<file path="config.mk">
export PLATFORM = sky130hd
export DESIGN_NAME = sft_scan_sequencer
export DESIGN_NICKNAME = d
export VERILOG_FILES = /design/src/include/sft_pkg.sv /design/src/include/sft_core_if.sv /design/src/hdl/sft_result_compare.sv /design/src/hdl/sft_cycle_counter.sv /design/src/hdl/sft_scan_sequencer.sv
export SDC_FILE = /design/constraint.sdc
export NUM_CORES = 2
export LEC_CHECK = 0
export BUFFER_PORTS_ARGS = -buffer_cell sky130_fd_sc_hd__buf_4
export CAP_MARGIN = 10
export CELL_PAD_IN_SITES_DETAIL_PLACEMENT = 0
export CELL_PAD_IN_SITES_GLOBAL_PLACEMENT = 1
export CORE_ASPECT_RATIO = 0.5
export CORE_MARGIN = 2
export CORE_UTILIZATION = 36
export CTS_CLUSTER_SIZE = 8
export DETAILED_ROUTE_END_ITERATION = 8
export PLACE_DENSITY_LB_ADDON = 0.15
export SLEW_MARGIN = 5
export SYNTH_ARGS = -nofsm -noshare
export SYNTH_HDL_FRONTEND = slang
export SYNTH_SLANG_ARGS = --single-unit
</file>
<file path="constraint.sdc">
create_clock -name clk -period 8.41 [get_ports clk]
set_input_delay 1.682 -clock clk [delete_from_list [all_inputs] [get_ports clk]]
set_output_delay 1.682 -clock clk [all_outputs]
set_load 0.01 [all_outputs]
</file>
<file path="src/include/sft_pkg.sv">
// Package with the constants, field layouts and states of the scan fault test sequencer.
package sft_pkg;

  // ****************************************
  // Test record layout
  // ****************************************
  localparam int unsigned NUM_WORDS  = 17;      // Doublewords in one test record.
  localparam int unsigned WORD_CTRL  = 1;       // Word holding mask and test control word.
  localparam int unsigned WORD_ID    = 16;      // Word holding the test numbers.
  localparam logic [3:0]  SCAN_FIRST = 4'hf;    // First word scanned in; scan runs down to 0.

  // Test control word positions, stored with bit 0 of the word in vector bit 31.
  localparam int unsigned CW_LEFT    = 27;      // Left-word select, word bit 4.
  localparam int unsigned CW_UTERM   = 26;      // Unconditional terminate, word bit 5.
  localparam int unsigned CW_CTERM   = 25;      // Conditional terminate, word bit 6.
  localparam int unsigned CW_EXPECT  = 24;      // Expected result flag, word bit 7.
  localparam int unsigned CW_UADDR_L = 12;      // Microcode start address, word bits 8-19.
  localparam int unsigned CW_UADDR_W = 12;
  localparam int unsigned CW_SADDR_L = 6;       // Scan-out word address, word bits 21-25.
  localparam int unsigned CW_SADDR_W = 5;
  localparam int unsigned CW_COUNT_L = 0;       // Clock cycle count, word bits 26-31.
  localparam int unsigned CW_COUNT_W = 6;

  // Word 16: test number high, its complement, search complement, search number low.
  localparam int unsigned ID_TN_L    = 48;
  localparam int unsigned ID_ATN_L   = 0;

  // ****************************************
  // Register map
  // ****************************************
  localparam logic [7:0]  OFS_CTRL   = 8'h00;
  localparam logic [7:0]  OFS_STATUS = 8'h04;
  localparam logic [7:0]  OFS_TESTNR = 8'h08;
  localparam logic [7:0]  OFS_CTLWRD = 8'h0c;
  localparam int unsigned CTRL_RUN   = 0;       // Run enable.
  localparam int unsigned CTRL_RESTART = 1;     // Write one: clear indicators, wait for a buffer.
  localparam logic [1:0]  CTRL_RESET = 2'h0;
  localparam logic [31:0] CTLWRD_RESET = 32'h0;

  // ****************************************
  // Sequencer states
  // ****************************************
  typedef enum logic [3:0] {
    ST_IDLE = 4'h0,
    ST_WAIT = 4'h1,
    ST_SCAN = 4'h2,
    ST_ADV  = 4'h3,
    ST_SOUT = 4'h4,
    ST_MASK = 4'h5,
    ST_CMP  = 4'h6,
    ST_DEC  = 4'h7,
    ST_TERM = 4'h8
  } sft_state_e;

endpackage

</file>
<file path="src/include/sft_core_if.sv">
// Interface joining the sequencer to its compare unit and its cycle counter.
`timescale 1ns/10ps
`default_nettype none
interface sft_core_if #(parameter int unsigned CNT_W = 6);
  logic             resultLoad;
  logic             maskLoad;
  logic [31:0]      wordIn;
  logic             expected;
  logic             match;
  logic             cntLoad;
  logic [CNT_W-1:0] cntValue;
  logic             cntRun;
  logic             cntZero;
  logic             advance;

  modport seq (output resultLoad, maskLoad, wordIn, expected, cntLoad, cntValue, cntRun,
               input match, cntZero, advance);
  modport cmp (input resultLoad, maskLoad, wordIn, expected, output match);
  modport cnt (input cntLoad, cntValue, cntRun, output cntZero, advance);
endinterface
`default_nettype wire

</file>
<file path="src/hdl/sft_result_compare.sv">
// Result and mask registers with the masked exit-trigger comparison.
`timescale 1ns/10ps
`default_nettype none
module sft_result_compare (
  input wire logic  clk,
  input wire logic  reset_n,
  sft_core_if.cmp   core
);
  logic [31:0] result_r;
  logic [31:0] mask_r;
  wire  [31:0] compareIn;
  wire         exitSet;

  // Result register takes the scanned-out word, mask register the mask half of word 1.
  always_ff @(posedge clk) begin
    if (!reset_n) begin
      result_r <= 32'h0;
      mask_r   <= 32'h0;
    end else begin
      if (core.resultLoad) result_r <= core.wordIn;
      if (core.maskLoad) mask_r <= core.wordIn;
    end
  end

  // Mask is ORed onto the scan-out bus and inverted; a set exit trigger gives all zeros.
  assign compareIn  = ~(mask_r | result_r);
  assign exitSet    = ~|compareIn;
  assign core.match = (exitSet == core.expected);
endmodule
`default_nettype wire

</file>
<file path="src/hdl/sft_cycle_counter.sv">
// Counter of processor clock cycles to advance during a test.
`timescale 1ns/10ps
`default_nettype none
module sft_cycle_counter #(
  parameter int unsigned CNT_W = 6
) (
  input wire logic  clk,
  input wire logic  reset_n,
  sft_core_if.cnt   core
);
  logic [CNT_W-1:0] count_r;

  // Loaded from the control word, then counted down once per advanced cycle.
  always_ff @(posedge clk) begin
    if (!reset_n) count_r <= '0;
    else if (core.cntLoad) count_r <= core.cntValue;
    else if (core.advance) count_r <= count_r - 1'b1;
  end

  // The clock is advanced only while the count is not yet zero.
  assign core.cntZero = (count_r == '0);
  assign core.advance = core.cntRun & ~core.cntZero;
endmodule
`default_nettype wire

</file>
<file path="src/hdl/sft_scan_sequencer.sv">
// Scan fault test sequencer with test buffers, repeat loop and APB register access.
`timescale 1ns/10ps
`default_nettype none
module sft_scan_sequencer #(
  parameter int unsigned CNT_W = sft_pkg::CW_COUNT_W
) (
  input  wire logic        clk,
  input  wire logic        reset_n,
  input  wire logic        psel,
  input  wire logic        penable,
  input  wire logic        pwrite,
  input  wire logic [7:0]  paddr,
  input  wire logic [31:0] pwdata,
  output logic      [31:0] prdata,
  output logic             pready,
  output logic             pslverr,
  input  wire logic        ldWrite,
  input  wire logic        ldBufSel,
  input  wire logic [4:0]  ldWordIdx,
  input  wire logic [63:0] ldData,
  input  wire logic        bufferReadyPulse,
  input  wire logic        gapPulse,
  output logic             scanInValid,
  output logic      [3:0]  scanInIdx,
  output logic      [63:0] scanInData,
  output logic             clockAdvance,
  output logic      [11:0] microcodeStart,
  output logic             scanOutReq,
  output logic      [4:0]  scanOutAddr,
  output logic             leftWordSelect,
  input  wire logic [31:0] scanOutWord,
  output logic             passInd,
  output logic             failInd,
  output logic             terminated,
  output logic      [15:0] displayTestNum
);

  // ****************************************
  // Declarations
  // ****************************************
  sft_core_if #(.CNT_W(CNT_W)) core ();

  sft_pkg::sft_state_e state_r;
  sft_pkg::sft_state_e state_nxt;
  logic [63:0] bufMem [0:2*sft_pkg::NUM_WORDS-1];
  logic        execBuf_r;
  logic [3:0]  scanIdx_r;
  logic [31:0] ctlWord_r;
  logic        pass_r;
  logic        fail_r;
  logic        readyPend_r;
  logic        gapPend_r;
  logic [15:0] testNum_r;
  logic [15:0] searchNum_r;
  logic        run_r;
  logic [31:0] prdata_r;
  logic        pslverr_r;

  // Reads a field of the test control word by position and width.
  function automatic logic [11:0] cwField(input logic [31:0] cw, input int unsigned lo,
                                          input int unsigned w);
    logic [31:0] shifted;
    shifted = (cw >> lo) & ((32'h1 << w) - 32'h1);
    return shifted[11:0];
  endfunction

  // Maps a buffer and a word number to a storage index.
  function automatic logic [5:0] memIdx(input logic buf_sel, input logic [4:0] word);
    return buf_sel ? (6'(word) + 6'(sft_pkg::NUM_WORDS)) : {1'b0, word};
  endfunction

  // ****************************************
  // Test buffers
  // ****************************************

  // The loader writes whole doublewords into either buffer; words above 16 are dropped.
  wire ldInRange = (ldWordIdx < 5'(sft_pkg::NUM_WORDS));

  always_ff @(posedge clk) begin
    if (ldWrite && ldInRange) bufMem[memIdx(ldBufSel, ldWordIdx)] <= ldData;
  end

  // Words the sequencer reads from the buffer under execution.
  wire [63:0] scanWord = bufMem[memIdx(execBuf_r, {1'b0, scanIdx_r})];
  wire [63:0] ctlWord  = bufMem[memIdx(execBuf_r, 5'(sft_pkg::WORD_CTRL))];
  wire [63:0] idWord   = bufMem[memIdx(execBuf_r, 5'(sft_pkg::WORD_ID))];

  // ****************************************
  // Control word decode
  // ****************************************

  // Single flags and fields of the held control word; bits 0-3 and 20 drive nothing.
  wire cwLeft    = ctlWord_r[sft_pkg::CW_LEFT];
  wire cwUterm   = ctlWord_r[sft_pkg::CW_UTERM];
  wire cwCterm   = ctlWord_r[sft_pkg::CW_CTERM];
  wire cwExpect  = ctlWord_r[sft_pkg::CW_EXPECT];
  wire [11:0] cwUaddr = cwField(ctlWord_r, sft_pkg::CW_UADDR_L, sft_pkg::CW_UADDR_W);
  wire [11:0] cwSaddr = cwField(ctlWord_r, sft_pkg::CW_SADDR_L, sft_pkg::CW_SADDR_W);
  wire [11:0] cwCount = cwField(ctlWord_r, sft_pkg::CW_COUNT_L, sft_pkg::CW_COUNT_W);

  // ****************************************
  // Sequence control
  // ****************************************

  // Loop-end events; a pulse in the cycle of the consume keeps its flag set.
  wire loopEnd     = readyPend_r | gapPend_r;
  wire consumeWait = (state_r == sft_pkg::ST_WAIT) && readyPend_r;
  wire consumeDec  = (state_r == sft_pkg::ST_DEC);
  wire terminate   = cwUterm | fail_r | (cwCterm & fail_r);
  wire restartWr;

  // Next state: scan, advance, scan out, mask, compare, repeat or decide.
  always_comb begin
    state_nxt = state_r;
    case (state_r)
      sft_pkg::ST_IDLE: begin
        if (run_r) state_nxt = sft_pkg::ST_WAIT;
      end
      sft_pkg::ST_WAIT: begin
        if (readyPend_r) state_nxt = sft_pkg::ST_SCAN;
      end
      sft_pkg::ST_SCAN: begin
        if (scanIdx_r == 4'h0) state_nxt = sft_pkg::ST_ADV;
      end
      sft_pkg::ST_ADV: begin
        if (core.cntZero) state_nxt = sft_pkg::ST_SOUT;
      end
      sft_pkg::ST_SOUT: begin
        state_nxt = sft_pkg::ST_MASK;
      end
      sft_pkg::ST_MASK: begin
        state_nxt = sft_pkg::ST_CMP;
      end
      sft_pkg::ST_CMP: begin
        state_nxt = loopEnd ? sft_pkg::ST_DEC : sft_pkg::ST_SCAN;
      end
      sft_pkg::ST_DEC: begin
        if (terminate) state_nxt = sft_pkg::ST_TERM;
        else if (readyPend_r) state_nxt = sft_pkg::ST_SCAN;
        else state_nxt = sft_pkg::ST_WAIT;
      end
      sft_pkg::ST_TERM: begin
        state_nxt = sft_pkg::ST_TERM;
      end
      default: begin
        state_nxt = sft_pkg::ST_IDLE;
      end
    endcase
    if (!run_r) state_nxt = sft_pkg::ST_IDLE;
    else if (restartWr) state_nxt = sft_pkg::ST_WAIT;
  end

  // State register and scan word index; each test scan starts from word 15.
  always_ff @(posedge clk) begin
    if (!reset_n) begin
      state_r   <= sft_pkg::ST_IDLE;
      scanIdx_r <= sft_pkg::SCAN_FIRST;
    end else begin
      state_r <= state_nxt;
      if (state_r == sft_pkg::ST_SCAN && scanIdx_r != 4'h0) scanIdx_r <= scanIdx_r - 4'h1;
      else scanIdx_r <= sft_pkg::SCAN_FIRST;
    end
  end

  // Pending buffer-ready and gap events; set wins over the consume.
  always_ff @(posedge clk) begin
    if (!reset_n) begin
      readyPend_r <= 1'b0;
      gapPend_r   <= 1'b0;
    end else begin
      readyPend_r <= bufferReadyPulse | (readyPend_r & ~(consumeWait | consumeDec));
      gapPend_r   <= gapPulse | (gapPend_r & ~consumeDec);
    end
  end

  // Buffer under execution alternates at each loop end that does not terminate, following the loader.
  always_ff @(posedge clk) begin
    if (!reset_n) execBuf_r <= 1'b0;
    else if (restartWr || !run_r) execBuf_r <= 1'b0;
    else if (consumeDec && !terminate) execBuf_r <= ~execBuf_r;
  end

  // Control word is taken when the scan reaches word 1.
  always_ff @(posedge clk) begin
    if (!reset_n) ctlWord_r <= sft_pkg::CTLWRD_RESET;
    else if (state_r == sft_pkg::ST_SCAN && scanIdx_r == 4'(sft_pkg::WORD_CTRL))
      ctlWord_r <= ctlWord[31:0];
  end

  // Pass and fail collect over runs and clear only when a new test starts or a restart is written.
  wire newTest = consumeWait | (consumeDec & ~terminate & readyPend_r) | restartWr;

  always_ff @(posedge clk) begin
    if (!reset_n) begin
      pass_r <= 1'b0;
      fail_r <= 1'b0;
    end else if (state_r == sft_pkg::ST_CMP) begin
      pass_r <= pass_r | core.match;
      fail_r <= fail_r | ~core.match;
    end else if (newTest) begin
      pass_r <= 1'b0;
      fail_r <= 1'b0;
    end
  end

  // On termination the test numbers of word 16 are held for display.
  always_ff @(posedge clk) begin
    if (!reset_n) begin
      testNum_r   <= 16'h0;
      searchNum_r <= 16'h0;
    end else if (consumeDec && terminate) begin
      testNum_r   <= idWord[sft_pkg::ID_TN_L +: 16];
      searchNum_r <= idWord[sft_pkg::ID_ATN_L +: 16];
    end
  end

  // ****************************************
  // Compare unit and cycle counter
  // ****************************************

  // Scan-out word goes to the result register, mask half of word 1 to the mask register.
  assign core.resultLoad = (state_r == sft_pkg::ST_SOUT);
  assign core.maskLoad   = (state_r == sft_pkg::ST_MASK);
  assign core.wordIn     = core.maskLoad ? ctlWord[63:32] : scanOutWord;
  assign core.expected   = cwExpect;
  assign core.cntLoad    = (state_r == sft_pkg::ST_SCAN) && (scanIdx_r == 4'h0);
  assign core.cntValue   = cwCount[CNT_W-1:0];
  assign core.cntRun     = (state_r == sft_pkg::ST_ADV);

  sft_result_compare u_compare (
    .clk     (clk),
    .reset_n (reset_n),
    .core    (core)
  );

  sft_cycle_counter #(.CNT_W(CNT_W)) u_counter (
    .clk     (clk),
    .reset_n (reset_n),
    .core    (core)
  );

  // ****************************************
  // Processor side outputs
  // ****************************************

  // Words 0 and 2 to 15 go out to the triggers; word 1 stays inside the sequencer.
  assign scanInValid    = (state_r == sft_pkg::ST_SCAN) &&
                          (scanIdx_r != 4'(sft_pkg::WORD_CTRL));
  assign scanInIdx      = scanIdx_r;
  assign scanInData     = scanWord;
  assign clockAdvance   = core.advance;
  assign microcodeStart = cwUaddr;
  assign scanOutReq     = (state_r == sft_pkg::ST_SOUT);
  assign scanOutAddr    = cwSaddr[4:0];
  assign leftWordSelect = cwLeft;
  assign passInd        = pass_r;
  assign failInd        = fail_r;
  assign terminated     = (state_r == sft_pkg::ST_TERM);
  assign displayTestNum = testNum_r;

  // ****************************************
  // APB register access
  // ****************************************

  // Address decode for the setup and access phases.
  wire setupPh  = psel & ~penable;
  wire accessPh = psel & penable;
  wire hitCtrl  = (paddr == sft_pkg::OFS_CTRL);
  wire hitStat  = (paddr == sft_pkg::OFS_STATUS);
  wire hitTnr   = (paddr == sft_pkg::OFS_TESTNR);
  wire hitCwd   = (paddr == sft_pkg::OFS_CTLWRD);
  wire mapped   = hitCtrl | hitStat | hitTnr | hitCwd;
  assign restartWr = accessPh & pwrite & hitCtrl & pwdata[sft_pkg::CTRL_RESTART];

  // Read data selection from the block's own state.
  wire [31:0] statusWord = {20'h0, state_r, 3'h0, execBuf_r, run_r, terminated, fail_r, pass_r};
  wire [31:0] readMux    = hitCtrl ? {31'h0, run_r} :
                           hitStat ? statusWord :
                           hitTnr  ? {searchNum_r, testNum_r} :
                           hitCwd  ? ctlWord_r : 32'h0;

  // Run enable is written in the access phase.
  always_ff @(posedge clk) begin
    if (!reset_n) run_r <= sft_pkg::CTRL_RESET[sft_pkg::CTRL_RUN];
    else if (accessPh && pwrite && hitCtrl) run_r <= pwdata[sft_pkg::CTRL_RUN];
  end

  // Read data and error answer are prepared in the setup phase.
  always_ff @(posedge clk) begin
    if (!reset_n) begin
      prdata_r  <= 32'h0;
      pslverr_r <= 1'b0;
    end else if (setupPh) begin
      prdata_r  <= pwrite ? 32'h0 : readMux;
      pslverr_r <= ~mapped;
    end
  end

  assign prdata  = prdata_r;
  assign pslverr = pslverr_r & accessPh;
  assign pready  = 1'b1;

endmodule
`default_nettype wire

</file>
==> summary.md <==
| Metric | Value |
|---|---|
| Outcome | `finished clean` |
| Final Hold Violating Endpoints | `0` |
| Sw Pwr | `slightly above 5000 uW` |
| Sw Ratio | `0.2043` |
| Hold_sp | `u_compare.result_r[9]` |
| Slew HR | `0.1043` |
| GRT Residual Overflow | `0` |
| Core area | `0.2719 mm2` |
| Synthesized Nets | `5655` |
| Vias in the first global route | `57.44k` |
| FF-to-FF path depth | `8` |
| Initial Utilization | `0.3636` |
| RSZ-0062 raised after global routing | `false` |
| Clock tree sinks | `2326` |
| Post-Route Setup TNS | `0 ns` |
| Max-Cap Viols | `0` |
| CTS tree | `done` |
| Overall power | `roughly 25000 uW` |
| Synthesized cell area | `0.09888 mm2` |
| Largest net degree at the start of global routing | `141` |
| Combinational share of power | `0.015` |
| Clk pwr share | `0.479` |
| Critical Path End Type | `primary output` |
| Min cycle time layout | `slightly above 7 ns` |
| CTS buffer count | `333` |
| Post-synthesis sequential area ratio | `0.6881` |
| Max FO, Critical Path | `79` |
| P_int | `around 20000 uW` |
| Post-route ant nets | `0` |
| Root Buffer | `clkbuf_16` |
| Total Die Area | `between 0.2 and 0.3 mm2` |
| Post-Syn Instances | `5499` |
| Reg-to-Reg Start | `scanInIdx[0]` |
| Sequential group share of total power | `0.506` |
| Drt pass-1 iters | `5` |
| WHS Path Cells | `2` |
| First-pass GRT wire length | `452.3 mm` |
| Pins over their slew limit | `0` |
| Post-layout util | `0.4207` |
| Via density | `5.929` |
| RD Place Congestion | `0.7670` |
| Hold_buf cts | `0` |
| Synth-to-layout area growth | `15.71%` |
| Final setup vio count | `0` |
| End of the worst hold path | `u_compare.result_r[9]` |
| Critical path class | `flop to primary output` |
| Startpoint Class | `flop` |
| Port buffer count | `260` |
| H-tree levels | `5` |
| Area contributors post-synth | `edfxtp_1 65%, mux4_2 16%, mux2i_1 3.9%` |
| Pwr dens | `220.3 mW/mm2` |
| Initial antenna violation count | `20` |
| Drt wl/cell | `between 30 and 40 um` |
| Die height | `374.6 um` |
| Vias | `56.70k` |
| Prevailing post-synth register cell | `edfxtp_1` |
| Leak | `0.03930 uW` |
| Synth warn | `0` |
| FF-to-FF setup slack | `3.79 ns` |
| Syn Area/Cell | `roughly 18 um2` |
| I/O pins | `292` |
| Area share of the largest cell type after synthesis | `0.6514` |
| Total track usage | `0.2304` |
| Reg-to-Reg End | `ctlWord_r[14]` |
| Die Span X | `745.2 um` |
| Period utilisation layout | `0.8511` |
| Initial DRC count | `6443` |
| Clk buf depth | `4` |
| CP required | `6.73 ns` |
| Worst vdd ir | `~0.00015 V` |
| Post-synth EDFFs | `2145` |
| Post-CTS Resized | `0` |
| Layout cells sized above 1 | `0.2647` |
| Fraction of registers with async set/reset | `0` |
| Clk slew on worst S/H paths | `0.05 ns` |
| Skew-Pair Late Insertion Delay | `approximately 0.86 ns` |
| Unique masters post-synth | `70` |
| Post-Route WL | `326.9 mm` |
| Synth area leader | `edfxtp_1` |
| CP arrival | `approximately 5.5 ns` |
| Row count | `roughly 140` |
| Final Skew | `0.05808 ns` |
| Fmax | `139.7 MHz` |
| Number of setup buffers added after CTS | `0` |
| Post-synthesis register bit count | `2326` |
| Drt drc | `0` |
| Hold crit path type | `flop to flop` |
| Final net count | `5977` |
| HPWL after detailed placement | `between 150 and 200 mm` |
| Measured slew at the worst slew-check pin | `1.344 ns` |
final cells by class:
class / instances / area, um2
inverter: 12 / 52.55
clock inverter: 15 / 178.9
fill: 23890 / 157500
antenna: 5 / 12.51
multi-input combinational: 2746 / 29350
timing repair buffer: 402 / 3372
clock buffer: 427 / 8845
sequential: 2326 / 68050
tap: 3630 / 4542
synth_stat cells (23+ instances only):
cell type	number
o32ai_1	23
a22oi_1	37
o21ai_1	122
nand2_1	421
dfxtp_1	181
edfxtp_1	2145
a21oi_1	107
mux4_2	686
mux2i_1	390
mux2_2	43
buf_4	36
nor2_1	144
clkbuf_1	193
o211a_1	98
o21ai_0	104
nand3_1	110
and2_1	41
buf_1	32
buf_2	149
o22ai_1	160
a21boi_1	32
logic make-up after synthesis:
family          synth area share
simple gates             0.03627
fa+ha+maj              0.0007592
mux                       0.2007
compound gates           0.05296
xor+xnor                0.001341
buf+inv                  0.01984
other cells           0.00003792
flops                     0.6881
flip-flops by register name, indices dropped and copies added (netlist names), 4 cells and up:
register,cells
bufMem,2145
ctlWord_r,32
prdata,32
u_compare.mask_r,32
u_compare.result_r,32
displayTestNum,16
searchNum_r,16
u_counter.count_r,6
scanInIdx,4
state_r,4
worst max-delay path: stages (launching register included):
cell and delay (ns):
dfxtp_4 0.82, inv_1 0.31, ha_4 0.93, buf_12 0.58, mux2i_4 0.22, buf_4 0.39, mux2i_1 0.24, mux2_2 0.18
a21oi_1 0.07, o22ai_1 0.57, buf_4 0.24
per-layer routing:
metal | vias to the layer above | global-route usage | share of wire
li1 | 23180 | - | -
met1 | 30870 | 0.3389 | 0.45
met2 | 2284 | 0.3547 | 0.45
met3 | 370 | 0.04880 | 0.079
met4 | 0 | 0.04624 | 0.018
met5 | - | 0 | 0
how the worst max path moves through the flow:
stage / start / to / depth (start not counted) / slack (ns)
finish: scanInIdx[0] / scanInData[10] / 10 / 1.25
global route: scanInIdx[0] / scanInData[5] / 9 / 1.08
CTS: scanInIdx[0] / scanInData[5] / 9 / 1.11
detailed placement: scanInIdx[0] / scanInData[62] / 7 / 2.04
global placement: scanInIdx[0] / scanInData[5] / 9 / 2.09
floorplan: ldWordIdx[2] / bufMem[11][0] / 6 / 2.59
per-stage QoR:
step | hold WS (ns) | setup slack, ns | instance area (um2) | std cells
final | 0.4609 | 1.252 | 114400 | 9563
after CTS | 0.4583 | 1.114 | 114300 | 9555
after global placement | 0.4497 | 2.091 | 105300 | 9112
after floorplan | 0.4351 | 2.586 | 98880 | 5499
after detailed placement | 0.4492 | 2.037 | 105300 | 9113
after global routing | 0.4845 | 1.079 | 114400 | 9558
power by group through the flow:
stage | Sequential [uW] | Clock [uW] | Combinational [uW]
global placement | 13000 | 0 | 362
floorplan | 13000 | 0 | 106
global route | 12700 | 12800 | 409
finish | 12700 | 12100 | 378
CTS | 12700 | 12300 | 382
detailed placement | 13000 | 0 | 382
cell usage in the layout (no fill, tap or decap), drive strengths merged, types with 13 or more instances in the layout:
cell type  count
nand2        421
and2          41
edfxtp      2145
nand3        110
buf          401
nor2         145
a21oi        107
o32ai         23
mux2i        390
and3          13
nor2b         21
inv           18
mux2          44
clkbuf       428
a21boi        35
o21ai        226
a22oi         37
o22ai        160
nor3          17
o211a         98
a211oi        17
mux4         686
nand2b        17
dfxtp        181
No activity file was read; power rests on OpenSTA's default activity.
